<file path="src/hw/tws_consts.vh">
// Register offsets, field positions, reset values and timing counts.
`ifndef TWS_CONSTS_VH
`define TWS_CONSTS_VH
`define TWS_OFF_TIMER_CONFIG 8'h8c
`define TWS_OFF_TIMER_CURRENT_VALUE 8'h90
`define TWS_OFF_HOST_WORD_ORDER 8'h98
`define TWS_OFF_ELAPSED_CYCLE_COUNTER 8'h9c
`define TWS_TIMER_RUN_BIT 29
`define TWS_PRELOAD_MSB 15
`define TWS_PRELOAD_LSB 0
`define TWS_PRELOAD_RST 16'hffff
`define TWS_COUNT_RST 16'hffff
`define TWS_WORD_ORDER_RST 32'h00000000
`define TWS_WORD_ORDER_SWAP 32'hffffffff
`define TWS_SYS_CLK_MHZ 250
`define TWS_REF_CLK_MHZ 25
`define TWS_REF_DIV 8'd10
`define TWS_RUN_RST 1'b0
`define TWS_CYCLE_RST 32'h00000000
`define TWS_TICK_DIV 8'd25
`endif

</file>
<file path="src/hw/tws_regs.v">
// Timer, word-order and elapsed-cycle register bank.
//
// Contract
// - Writing run bit one starts the timer.
// - Run bit zero halts the timer count.
// - Run bit falling edge forces preload to ones.
// - Timer loads the read-write preload field.
// - Timer raises interrupt events at preload intervals; code fires every preload+1 ticks.
// - Read-only count field, resets to ones.
// - Word order ignored in 32-bit bus mode.
// - 32-bit mode maps lines straight to halves.
// - 16-bit, not all ones: A1 selects high.
// - 16-bit, all ones: A1 selects low.
// - Transmit low half before high half.
// - First received half lands in low half.
// - 32-bit cycle counter, cleared, counts 25MHz.
// - Cycle counter wraps at maximum, no saturation.
// - First 16-bit half read latches whole count.
// - Counter may clear late after reset.
// - Cycle counter runs in all power states.
`timescale 1ns/1ps
`include "tws_consts.vh"
module tws_regs
(
	input wire sys_clk_i,
	input wire resetn_i,
	input wire bus_16bit_i,
	input wire [7:0] addr_i,
	input wire wr_i,
	input wire rd_i,
	input wire [31:0] wdata_i,
	output reg [31:0] rdata_o,
	output wire half_high_o,
	input wire [31:0] tx_word_i,
	input wire tx_word_valid_i,
	output wire tx_word_ready_o,
	output reg [15:0] tx_half_o,
	output reg tx_half_valid_o,
	input wire [15:0] rx_half_i,
	input wire rx_half_valid_i,
	output reg [31:0] rx_word_o,
	output reg rx_word_valid_o,
	output reg timer_event_o
);

	reg timer_run;
	reg [15:0] timer_preload;
	reg [15:0] timer_current_value;
	reg [31:0] host_word_order;
	reg [31:0] elapsed_cycle_count;
	reg [31:0] count_latch;
	reg latch_held;
	reg [7:0] ref_div;
	reg [7:0] tick_div;
	reg tx_second;
	reg [15:0] tx_hold;
	reg rx_second;
	reg [15:0] rx_low;
	reg [15:0] next_timer_value;
	reg next_event;
	wire ref_tick;
	wire timer_tick;
	wire wr_cfg;
	wire [31:0] cfg_view;
	wire wr_order;
	wire wr_run;
	wire [15:0] wr_preload;

	// Picks which half a 16-bit access addresses; bit one is A[1].
	// Only the exact all-ones word order swaps the halves.
	function sel_high;
		input narrow;
		input [1:0] a;
		input [31:0] order;
		begin
			if (!narrow)
				sel_high = 1'b0;
			else if (order == `TWS_WORD_ORDER_SWAP)
				sel_high = ~a[1];
			else
				sel_high = a[1];
		end
	endfunction

	// True when a byte address falls on the given register's word.
	function reg_hit;
		input [7:0] a;
		input [7:0] off;
		begin
			reg_hit = (a[7:2] == off[7:2]);
		end
	endfunction

	// In 32-bit mode the bus lines map directly, so no half is chosen.
	assign half_high_o = sel_high(bus_16bit_i, addr_i[1:0],
		host_word_order);

	assign ref_tick = (ref_div == (`TWS_REF_DIV - 8'd1));
	// One tick is 25 reference cycles, so the count steps once a microsecond.
	assign timer_tick = ref_tick && (tick_div == (`TWS_TICK_DIV - 8'd1));
	assign wr_cfg = wr_i && reg_hit(addr_i, `TWS_OFF_TIMER_CONFIG);
	assign wr_order = wr_i && reg_hit(addr_i, `TWS_OFF_HOST_WORD_ORDER);
	assign wr_run = wdata_i[`TWS_TIMER_RUN_BIT];
	assign wr_preload = wdata_i[`TWS_PRELOAD_MSB:`TWS_PRELOAD_LSB];
	assign cfg_view = {2'b00, timer_run, 13'h0000, timer_preload};

	// Reference divider: 25 MHz from the 250 MHz system clock.
	always @(posedge sys_clk_i or negedge resetn_i)
	begin
		if (!resetn_i)
		begin
			ref_div <= 8'h00;
			tick_div <= 8'h00;
		end
		else
		begin
			if (ref_tick)
				ref_div <= 8'h00;
			else
				ref_div <= ref_div + 8'h01;
			if (timer_tick)
				tick_div <= 8'h00;
			else if (ref_tick)
				tick_div <= tick_div + 8'h01;
		end
	end

	// Counts regardless of any power state; wraps at its maximum.
	// It clears at once on reset, well inside the allowed settling time.
	always @(posedge sys_clk_i or negedge resetn_i)
	begin
		if (!resetn_i)
			elapsed_cycle_count <= `TWS_CYCLE_RST;
		else if (ref_tick)
			elapsed_cycle_count <= elapsed_cycle_count + 32'h00000001;
	end

	// Timer configuration register.
	always @(posedge sys_clk_i or negedge resetn_i)
	begin
		if (!resetn_i)
		begin
			timer_run <= `TWS_RUN_RST;
			timer_preload <= `TWS_PRELOAD_RST;
		end
		else if (wr_cfg)
		begin
			timer_run <= wr_run;
			if (timer_run && !wr_run)
				timer_preload <= `TWS_PRELOAD_RST;
			else
				timer_preload <= wr_preload;
		end
	end

	// Word-order control; read back at its offset, and used only by the 16-bit half steering.
	always @(posedge sys_clk_i or negedge resetn_i)
	begin
		if (!resetn_i)
			host_word_order <= `TWS_WORD_ORDER_RST;
		else if (wr_order)
			host_word_order <= wdata_i;
	end

	// Next timer value: halted unless running, reload at zero.
	// Starting from halt loads the written preload at once.
	always @*
	begin
		next_timer_value = timer_current_value;
		next_event = 1'b0;
		if (wr_cfg && wr_run && !timer_run)
			next_timer_value = wr_preload;
		else if (timer_run && timer_tick)
		begin
			if (timer_current_value == 16'h0000)
			begin
				next_timer_value = timer_preload;
				next_event = 1'b1;
			end
			else
				next_timer_value = timer_current_value - 16'h0001;
		end
	end

	// Timer count and its one-cycle event pulse.
	always @(posedge sys_clk_i or negedge resetn_i)
	begin
		if (!resetn_i)
		begin
			timer_current_value <= `TWS_COUNT_RST;
			timer_event_o <= 1'b0;
		end
		else
		begin
			timer_current_value <= next_timer_value;
			timer_event_o <= next_event;
		end
	end

	// Register reads; the cycle count latches on the first half read.
	always @(posedge sys_clk_i or negedge resetn_i)
	begin
		if (!resetn_i)
		begin
			rdata_o <= 32'h00000000;
			count_latch <= 32'h00000000;
			latch_held <= 1'b0;
		end
		else if (rd_i)
		begin
			case ({addr_i[7:2], 2'b00})
			`TWS_OFF_TIMER_CONFIG:
				rdata_o <= cfg_view;
			`TWS_OFF_TIMER_CURRENT_VALUE:
				rdata_o <= {16'h0000, timer_current_value};
			`TWS_OFF_HOST_WORD_ORDER:
				rdata_o <= host_word_order;
			// A 16-bit host reads the count in two halves; latching on the
			// first read keeps both halves from the same instant.
			`TWS_OFF_ELAPSED_CYCLE_COUNTER:
			begin
				if (!bus_16bit_i)
					rdata_o <= elapsed_cycle_count;
				else if (!latch_held)
				begin
					count_latch <= elapsed_cycle_count;
					latch_held <= 1'b1;
					rdata_o <= elapsed_cycle_count;
				end
				else
				begin
					latch_held <= 1'b0;
					rdata_o <= count_latch;
				end
			end
			// Unmapped offsets read as zero.
			default:
				rdata_o <= 32'h00000000;
			endcase
		end
	end

	// Transmit side: low half first, then high half.
	// Ready stays low while the high half waits in tx_hold, so words never overlap.
	assign tx_word_ready_o = !tx_second;

	always @(posedge sys_clk_i or negedge resetn_i)
	begin
		if (!resetn_i)
		begin
			tx_second <= 1'b0;
			tx_hold <= 16'h0000;
			tx_half_o <= 16'h0000;
			tx_half_valid_o <= 1'b0;
		end
		else
		begin
			tx_half_valid_o <= 1'b0;
			if (tx_second)
			begin
				tx_half_o <= tx_hold;
				tx_half_valid_o <= 1'b1;
				tx_second <= 1'b0;
			end
			else if (tx_word_valid_i)
			begin
				tx_half_o <= tx_word_i[15:0];
				tx_hold <= tx_word_i[31:16];
				tx_half_valid_o <= 1'b1;
				tx_second <= 1'b1;
			end
		end
	end

	// Receive side: first half goes low, second half completes word.
	// A lone half waits for its partner for as long as it takes.
	always @(posedge sys_clk_i or negedge resetn_i)
	begin
		if (!resetn_i)
		begin
			rx_second <= 1'b0;
			rx_low <= 16'h0000;
			rx_word_o <= 32'h00000000;
			rx_word_valid_o <= 1'b0;
		end
		else
		begin
			rx_word_valid_o <= 1'b0;
			if (rx_half_valid_i)
			begin
				if (!rx_second)
					rx_low <= rx_half_i;
				else
				begin
					rx_word_o <= {rx_half_i, rx_low};
					rx_word_valid_o <= 1'b1;
				end
				rx_second <= ~rx_second;
			end
		end
	end

endmodule // tws_regs
</file>
<file path="config.mk">
export PLATFORM = sky130hd
export DESIGN_NAME = tws_regs
export DESIGN_NICKNAME = d
export VERILOG_FILES = /design/src/hw/tws_regs.v
export VERILOG_INCLUDE_DIRS = /design/src /design/src/hw
export SDC_FILE = /design/constraint.sdc
export NUM_CORES = 1
export LEC_CHECK = 0
export BUFFER_PORTS_ARGS = -buffer_cell sky130_fd_sc_hd__buf_2
export CORE_ASPECT_RATIO = 0.5
export CORE_UTILIZATION = 35
export CTS_BUF_LIST = sky130_fd_sc_hd__clkbuf_2
export CTS_CLUSTER_DIAMETER = 50
export DETAILED_ROUTE_END_ITERATION = 16
export SETUP_SLACK_MARGIN = 0.1
export SYNTH_ARGS = -nofsm -noshare
export SYNTH_HDL_FRONTEND = slang
export SYNTH_SLANG_ARGS = --single-unit
</file>
<file path="constraint.sdc">
create_clock -name sys_clk_i -period 3.47 [get_ports sys_clk_i]
set_clock_uncertainty 0.15 [all_clocks]
set_input_delay 0.347 -clock sys_clk_i [delete_from_list [all_inputs] [get_ports sys_clk_i]]
set_output_delay 0.347 -clock sys_clk_i [all_outputs]
set_load 0.01 [all_outputs]
</file>
==> metrics.txt, run 1 <==
Tot GR Track Use=0.197; routed vias=9696; DRT iter0 DRCs=560; num ports=180; clk buf depth=3; unrepaired setup endpoints after global routing=no; Die Wd=263 µm; EDFF count, synth=0; Peak supply drop=0.207 mV; Syn Nets=1158; Die Y-Extent=132 µm; FP Rows=47; Yosys warning count=0; layout cells sized above 1=0.332; Cell Area, Synth=11900 µm²; IO buf count=178; Slew Viols, Final=0; top post-synthesis cells by area=dfrtp_1, mux2_2, dfstp_2; Synth top cells by count=dfrtp_1, nand2_1, mux2_2; cell area after placement=13400 µm²; sum of negative setup slack=0 ps; first-pass GRT wire length=54.2 mm; Initial Util=0.357; Die ar.=34800 µm²; Post-Synthesis Cells=1056; vias in the first global route=10300; Fmax achieved=331 MHz; Tcrit/Tclk final=0.870; distinct cell type count after synthesis=56; Clock Latency Late Sink=930 ps; layout overhead on the synthesized area=30.9%; #FFs+latches synth=263; Worst slew margin=0.324; total wire length=33.5 mm; WL/cell=17.4 µm; async set-or-reset flop fraction in the synthesized netlist=1.00; DRC=0; worst slew pin tran=1010 ps; crit-path max cell delay=490 ps; CTS root buffer=clkbuf_2; post-cts sizing count=0; Hold WC Path Type=input port to register; H-tree depth reported by CTS=3; via/cell ratio=5.04; top_reg_cell synth=dfrtp_1; first drt pass iteration count=5; leading area contributor after synthesis=dfrtp_1; Pleak=7.22 nW; count leader, synth=dfrtp_1; Mean Syn Cell Area=11.3 µm²; routability congestion estimate=0.848; CTS Sinks=263; status=complete, no violations; Seq/Total Area, Yosys=0.556; maxcap violations=0; Tmin final=3020 ps; Crit-path slowest cell=dfrtp_1; Setup crit end kind=output pin; WP data required=2970 ps; initial antenna violation count=3; DP HPWL=22.2 mm; Startpoint Class=register; CP Cell Sequence=nand4_1 -> nor4_1 -> nand2_1 -> xnor2_1 -> and2_1 -> buf_2; setup violators final=0; worst-path maximum fanout=3; Worst EP arrival=2520 ps; PD cells=484 nW/µm²; critical path class=register to output pin; Worst-path clk slew=120 ps; CP delay by family, top=simple AND/OR/NAND/NOR gates; CTS tree=done; Post-DRT Antenna Nets=0; Design Area, Final=15600 µm²; post-synth top area share=0.486; final net count=1530; CP bufs+invs=1; largest net degree at the start of global routing=122; GR Overflow Total=0; CTS Buf Count=66; Fin. Hold Viols=0; core outline area=33300 µm²
-- final timing paths --
path	start	depth (start not counted)	end	slack, ps
worst min-delay path	wdata_i[21]	3	host_word_order[21]$_DFFE_PN0P_	100
min in group asynchronous	resetn_i	3	rx_word_o[14]$_DFFE_PN0P_	510
worst min register to register	tx_hold[5]$_DFFE_PN0P_	2	tx_half_o[5]$_DFFE_PN0P_	320
worst max-delay path	host_word_order[12]$_DFFE_PN0P_	6	half_high_o	450
worst max register to register	latch_held$_DFFE_PN0P_	6	rdata_o[29]$_DFFE_PN0P_	750
max in group asynchronous	resetn_i	4	timer_current_value[14]$_DFFE_PN1P_	1690
-- worst reg2reg max path, cell delays in order, from the launching register on --
cell           delay [ps]
dfrtp_1               440
nand2_1               760
nand2_1               150
a31oi_1               230
a21oi_1                80
o32ai_1               240
dlygate4sd3_1         600
-- layout by cell type (no fill, tap or decap), drive strengths merged, types with 31 or more instances in the layout --
master and n:
o21ai 71, o22ai 31, buf 206, dfrtp 231, mux2 128, clkbuf 99
dlygate4sd3 155, nand2 130, dfstp 32, nor2 45, inv 54
-- cells by family (layout without fill, tap and decap cells) --
group	count (synthesis)	after routing	share of synthesized area
xor gates and xnor gates	53	53	0.0390
adders and majority gates	7	7	0.00736
DFF	263	263	0.556
AOI/OAI and AO/OA	189	189	0.101
buffers and inverters	108	532	0.0349
and+or+nand+nor	290	290	0.125
muxes	146	146	0.136
other	0	3	0
-- state kept, by name, indices dropped and copies added (netlist names), 32 cells and up --
name                 count
count_latch             32
rdata_o                 32
host_word_order         32
elapsed_cycle_count     32
rx_word_o               32
-- timing repair --
item,4_1_cts,5_1_grt
setup buffers,0,0
hold buffers,155,0
endpoints found under the hold margin,398,0
setup endpoints to repair,0,0
-- layout make-up --
cell class / count / area [µm²]
Antenna cell: 3 / 7.51
Clock buffer: 99 / 495
Clock inverter: 21 / 136
Fill cell: 3011 / 17700
Inverter: 51 / 191
Multi-Input combinational cell: 685 / 4870
Sequential cell: 263 / 6620
Tap cell: 441 / 552
Timing Repair Buffer: 361 / 2700
-- per-stage QoR --
step	worst slack, ps	utilization	std cells	power (W)	hold slack [ps]
floorplan	1300	-	1056	0.00459	-98.6
global placement	890	0.402	1646	0.00512	309
detailed placement	820	0.402	1646	0.00519	314
CTS	287	0.468	1921	0.00758	4.73
global route	241	0.468	1924	0.00794	28.1
finish	452	0.468	1924	0.00753	103
-- per-layer routing --
| metal | share of wire | vias to the layer above | global-route usage |
|---|---|---|---|
| li1 | - | 4518 | - |
| met1 | 0.41 | 4871 | 0.232 |
| met2 | 0.52 | 227 | 0.349 |
| met3 | 0.035 | 80 | 0.0396 |
| met4 | 0.033 | 0 | 0.0876 |
| met5 | 0 | - | 0 |
-- report_power, final --
part | leakage, nW | total [W] | internal (W) | switching [W]
Clock | 0.478 | 0.00221 | 0.000911 | 0.00130
Combinational | 3.40 | 0.00146 | 0.000788 | 0.000669
Sequential | 3.34 | 0.00387 | 0.00356 | 0.000312
Total | 7.22 | 0.00753 | 0.00526 | 0.00228
No activity file was read; power rests on OpenSTA's default activity.
==> inputs of run 2 (changes only) <==
--- a/config.mk
+++ b/config.mk
@@ -7,7 +7,6 @@
 export NUM_CORES = 1
 export LEC_CHECK = 0
 export BUFFER_PORTS_ARGS = -buffer_cell sky130_fd_sc_hd__buf_2
-export CORE_ASPECT_RATIO = 0.5
 export CORE_UTILIZATION = 35
 export CTS_BUF_LIST = sky130_fd_sc_hd__clkbuf_2
 export CTS_CLUSTER_DIAMETER = 50
==> run 2 against run 1 <==
- combinational power decreased by 4%
- critical path depth unchanged
- global-route usage decreased by 0.75 points
- clock power increased by 2%
- sequential power about the same
- first-iteration DRC count decreased by 13%
- critical endpoint unchanged
- highest routed layer unchanged
==> metrics.txt, run 2 (synthesis results as in run 1) <==
Die Wd=186 µm; Worst slew margin=0.182; DP HPWL=21.3 mm; layout cells sized above 1=0.341; layout overhead on the synthesized area=28.0%; Slew Viols, Final=0; H-tree depth reported by CTS=3; Tot GR Track Use=0.189; RR Endpoint=rdata_o[29]$_DFFE_PN0P_; post-CTS setup repair buffer count=0; CTS root buffer=clkbuf_2; Tmin final=3190 ps; Startpoint Class=register; first drt pass iteration count=5; largest net degree at the start of global routing=76; via/cell ratio=5.01; Post-DRT Antenna Nets=0; worst r2r src=latch_held$_DFFE_PN0P_; worst slew pin tran=1220 ps; Cells after DPL=1650; Pleak=7.06 nW; Worst-path clk slew=120 ps; Initial Util=0.355; Peak supply drop=0.385 mV; total wire length=32.2 mm; Clock Latency Late Sink=850 ps; CTS tree=done; unrepaired setup endpoints after global routing=no; Setup crit end kind=output pin; commonest non-fill, non-tap cells in the layout=dfrtp_1, buf_2, nand2_1; sum of negative setup slack=0 ps; WP data required=2970 ps; commonest non-fill, non-tap cell in the layout=dfrtp_1; routed vias=9473; Hold WC Path Type=input port to register; # diodes=0; Fin. Hold Viols=0; critical path class=register to output pin; Fmax achieved=313 MHz; worst-path maximum fanout=3; routability congestion estimate=0.804; Layout Cells excl Fill=1892; WL/cell=17.0 µm; IO buf count=178; DRC=0; Tcrit/Tclk final=0.921; final net count=1493; initial antenna violation count=0; CP endpoint=half_high_o; CP startpoint=host_word_order[27]$_DFFE_PN0P_; reg2reg setup slack=670 ps; clk buf depth=3; Worst EP arrival=2700 ps; first-pass GRT wire length=52.5 mm; hold_sp=addr_i[7]; core outline area=33500 µm²; DRT iter0 DRCs=488; R2R cell count=6; setup violators final=0; GR Overflow Total=0; CTS Sinks=263; status=complete, no violations; Die Y-Extent=186 µm; PD cells=492 nW/µm²; FP Rows=67; Die ar.=34700 µm²; maxcap violations=0; num ports=180; vias in the first global route=9723; CTS Buf Count=71
==> run 2: timing repair <==
| action | CTS | global route |
|---|---|---|
| gates resized for setup | 1 | 0 |
| hold buffers | 116 | 0 |
| hold endpoints to repair | 392 | 0 |
| setup endpoints to repair | 1 | 0 |
==> run 2: power breakdown <==
group	switching, W	internal [W]	total [W]	leakage [nW]
sequential	0.000291	0.00356	0.00385	3.34
combinational	0.000645	0.000752	0.00140	3.23
clock	0.00131	0.000938	0.00225	0.489
total	0.00224	0.00525	0.00749	7.06
==> run 2: area by class of cell <==
type                            instances  area (µm²)
Inverter                               51         191
Clock inverter                         25         164
Fill cell                            3169       18300
Multi-Input combinational cell        685        4880
Clock buffer                          101         505
Timing Repair Buffer                  319        2300
Sequential cell                       263        6620
Tap cell                              448         561
==> run 2: worst min-delay path by stage <==
stage / endpoint / depth (start not counted) / slack (ps)
after global routing: rx_low[7]$_DFFE_PN0P_ / 3 / 60
after detailed placement: tx_half_o[0]$_DFFE_PN0P_ / 1 / 270
final: rdata_o[3]$_DFFE_PN0P_ / 5 / 50
after CTS: rdata_o[3]$_DFFE_PN0P_ / 5 / 30
after global placement: tx_half_o[15]$_DFFE_PN0P_ / 1 / 280
after floorplan: count_latch[0]$_DFFE_PN0P_ / 0 / -100
==> run 2: metal layers <==
layer	track usage	share of wire	up-vias	wire length (µm)
li1	-	-	4457	-
met4	0.0718	0.026	0	836
met3	0.0497	0.068	65	2210
met5	0	0	-	0
met2	0.298	0.45	355	14600
met1	0.249	0.45	4596	14500
==> run 2: metrics by stage <==
stage           util  setup slack [ps]  cell area, µm²  hold WS, ps  power (W)
2_1_floorplan      -              1300           11900        -98.6    0.00459
3_3_place_gp   0.399               777           13400          279    0.00513
3_5_place_dp   0.399               743           13400          274    0.00517
4_1_cts        0.454               135           15200         31.9    0.00758
5_1_grt        0.454               155           15200         55.6    0.00795
6_report       0.454               275           15200         49.6    0.00749
==> run 2: worst max-delay path, cell delays in order (launching register included) <==
cell and delay (ps):
dfrtp_1 510, nand4_1 300, nor4_2 360, nand2_1 120
xnor2_1 270, and2_1 170, buf_2 120
==> inputs of run 3 (changes only) <==
--- a/config.mk
+++ b/config.mk
@@ -7,10 +7,13 @@
 export NUM_CORES = 1
 export LEC_CHECK = 0
 export BUFFER_PORTS_ARGS = -buffer_cell sky130_fd_sc_hd__buf_2
+export CELL_PAD_IN_SITES_DETAIL_PLACEMENT = 0
+export CELL_PAD_IN_SITES_GLOBAL_PLACEMENT = 2
 export CORE_UTILIZATION = 35
 export CTS_BUF_LIST = sky130_fd_sc_hd__clkbuf_2
 export CTS_CLUSTER_DIAMETER = 50
 export DETAILED_ROUTE_END_ITERATION = 16
+export PLACE_DENSITY_LB_ADDON = 0.1
 export SETUP_SLACK_MARGIN = 0.1
 export SYNTH_ARGS = -nofsm -noshare
 export SYNTH_HDL_FRONTEND = slang
==> run 3 against run 2 <==
- wire length up 5.2%
- core utilization up 0.51 points
- clock power up 3%
- highest routed layer unchanged
- worst hold slack better by 76 ps
- critical path type unchanged
- non-clock buffer count up 20
- count of clock-buffer cells in the layout up 12
==> metrics.txt, run 3 (synthesis results as in run 1) <==
status=complete, no violations; largest net degree at the start of global routing=76; layout overhead on the synthesized area=29.4%; num ports=180; Tcrit/Tclk final=0.872; Die Wd=186 µm; reg2reg setup slack=600 ps; GR Overflow Total=0; CTS Hold Bufs=132; vias in the first global route=9609; Die Y-Extent=186 µm; hold endpoint=tx_hold[13]$_DFFE_PN0P_; final hold slack=126 ps; Worst-path clk slew=100 ps; CTS Buf Count=73; FP Rows=67; CP bufs+invs=1; commonest non-fill, non-tap cell in the layout=dfrtp_1; Setup crit end kind=output pin; critical path class=register to output pin; total wire length=33.9 mm; sum of negative setup slack=0 ps; PD cells=492 nW/µm²; clk buf depth=3; worst slew pin tran=886 ps; RR Endpoint=rdata_o[29]$_DFFE_PN0P_; fillcell total=3300; DRT iter0 DRCs=466; initial antenna violation count=1; setup violators final=0; CP Cell Sequence=nand4_1 -> nor4_1 -> nand2_1 -> xnor2_1 -> and2_1 -> buf_2; CTS root buffer=clkbuf_2; crit-path max cell delay=490 ps; worst-path maximum fanout=3; Worst slew margin=0.409; DRC=0; Hold WC Path Type=input port to register; Tmin final=3030 ps; maxcap violations=0; routability congestion estimate=0.764; worst r2r src=latch_held$_DFFE_PN0P_; Peak supply drop=0.240 mV; DP HPWL=22.4 mm; layout cells sized above 1=0.347; Worst EP arrival=2530 ps; Pleak=7.20 nW; WL/cell=17.7 µm; Slew Viols, Final=0; Clock Latency Late Sink=860 ps; hold_sp=tx_word_i[29]; H-tree depth reported by CTS=3; R2R cell count=7; CP delay by family, top=simple AND/OR/NAND/NOR gates; Post-DRT Antenna Nets=0; routed vias=9329; final net count=1515; first drt pass iteration count=5; WP data required=2970 ps; Startpoint Class=register; commonest non-fill, non-tap cells in the layout=dfrtp_1, buf_2, dlygate4sd3_1; Stages on worst setup path=6; CTS tree=done; Crit-path slowest cell=dfrtp_1; unrepaired setup endpoints after global routing=no; Initial Util=0.355; Tot GR Track Use=0.201; Die ar.=34700 µm²; via/cell ratio=4.88; first-pass GRT wire length=54.6 mm; post-cts sizing count=0; CTS Sinks=263; post-CTS setup repair buffer count=0; IO buf count=178; core outline area=33500 µm²; Fin. Hold Viols=0; Hold Path Cell Cnt=3; Fmax achieved=331 MHz
[run 3: cell types whose count changed in the layout (fill, tap and decap cells not counted), sizes merged]
cell,delta
clkinvlp,-1
clkbuf,+12
dlygate4sd3,+16
diode,+1
clkinv,-13
buf,+4
inv,+1
[run 3: how the worst max path moves through the flow]
stage | startpoint | endpoint | slack [ps]
after floorplan | addr_i[5] | count_latch[10]$_DFFE_PN0P_ | 1300
after global placement | tick_div[5]$_DFFE_PN0P_ | timer_current_value[10]$_DFFE_PN1P_ | 900
after detailed placement | tick_div[5]$_DFFE_PN0P_ | timer_current_value[10]$_DFFE_PN1P_ | 880
after CTS | host_word_order[12]$_DFFE_PN0P_ | half_high_o | 360
after global routing | host_word_order[18]$_DFFE_PN0P_ | half_high_o | 280
final | host_word_order[12]$_DFFE_PN0P_ | half_high_o | 440
[run 3: stage by stage]
stage               power (W)  worst slack (ps)  instance area, µm²  utilization  instances
floorplan             0.00459              1300               11900            -       1056
global placement      0.00514               899               13400        0.399       1654
detailed placement    0.00517               883               13400        0.399       1654
CTS                   0.00773               355               15400        0.459       1911
global route          0.00807               279               15400        0.459       1912
finish                0.00758               445               15400        0.459       1912
[run 3: layout make-up]
class / instances / area [µm²] / area share
Tap cell: 448 / 561 / 0.0364
Antenna cell: 1 / 2.50 / 0.000162
Sequential cell: 263 / 6620 / 0.430
Clock buffer: 113 / 566 / 0.0367
Timing Repair Buffer: 339 / 2480 / 0.161
Inverter: 51 / 191 / 0.0124
Multi-Input combinational cell: 685 / 4870 / 0.316
Clock inverter: 12 / 103 / 0.00666
[run 3: worst register-to-register path, stage by stage, from the launching register on]
cell and delay (ps):
dfrtp_1 420, and2_1 740, buf_4 360, nand2_1 80, a31oi_1 180, a21oi_1 80, o32ai_1 200, dlygate4sd3_1 570
[run 3: layer usage]
layer,GRT usage,wire length (µm),share of wire
met5,0,0,0
met3,0.0487,1880,0.055
met2,0.318,15700,0.46
met1,0.270,15700,0.46
met4,0.0655,561,0.017
[run 3: where the power goes]
group	switching, W	internal [W]	leakage [nW]	total, W
combinational	0.000633	0.000780	3.34	0.00141
sequential	0.000291	0.00356	3.34	0.00385
clock	0.00132	0.000997	0.520	0.00232
total	0.00224	0.00533	7.20	0.00758
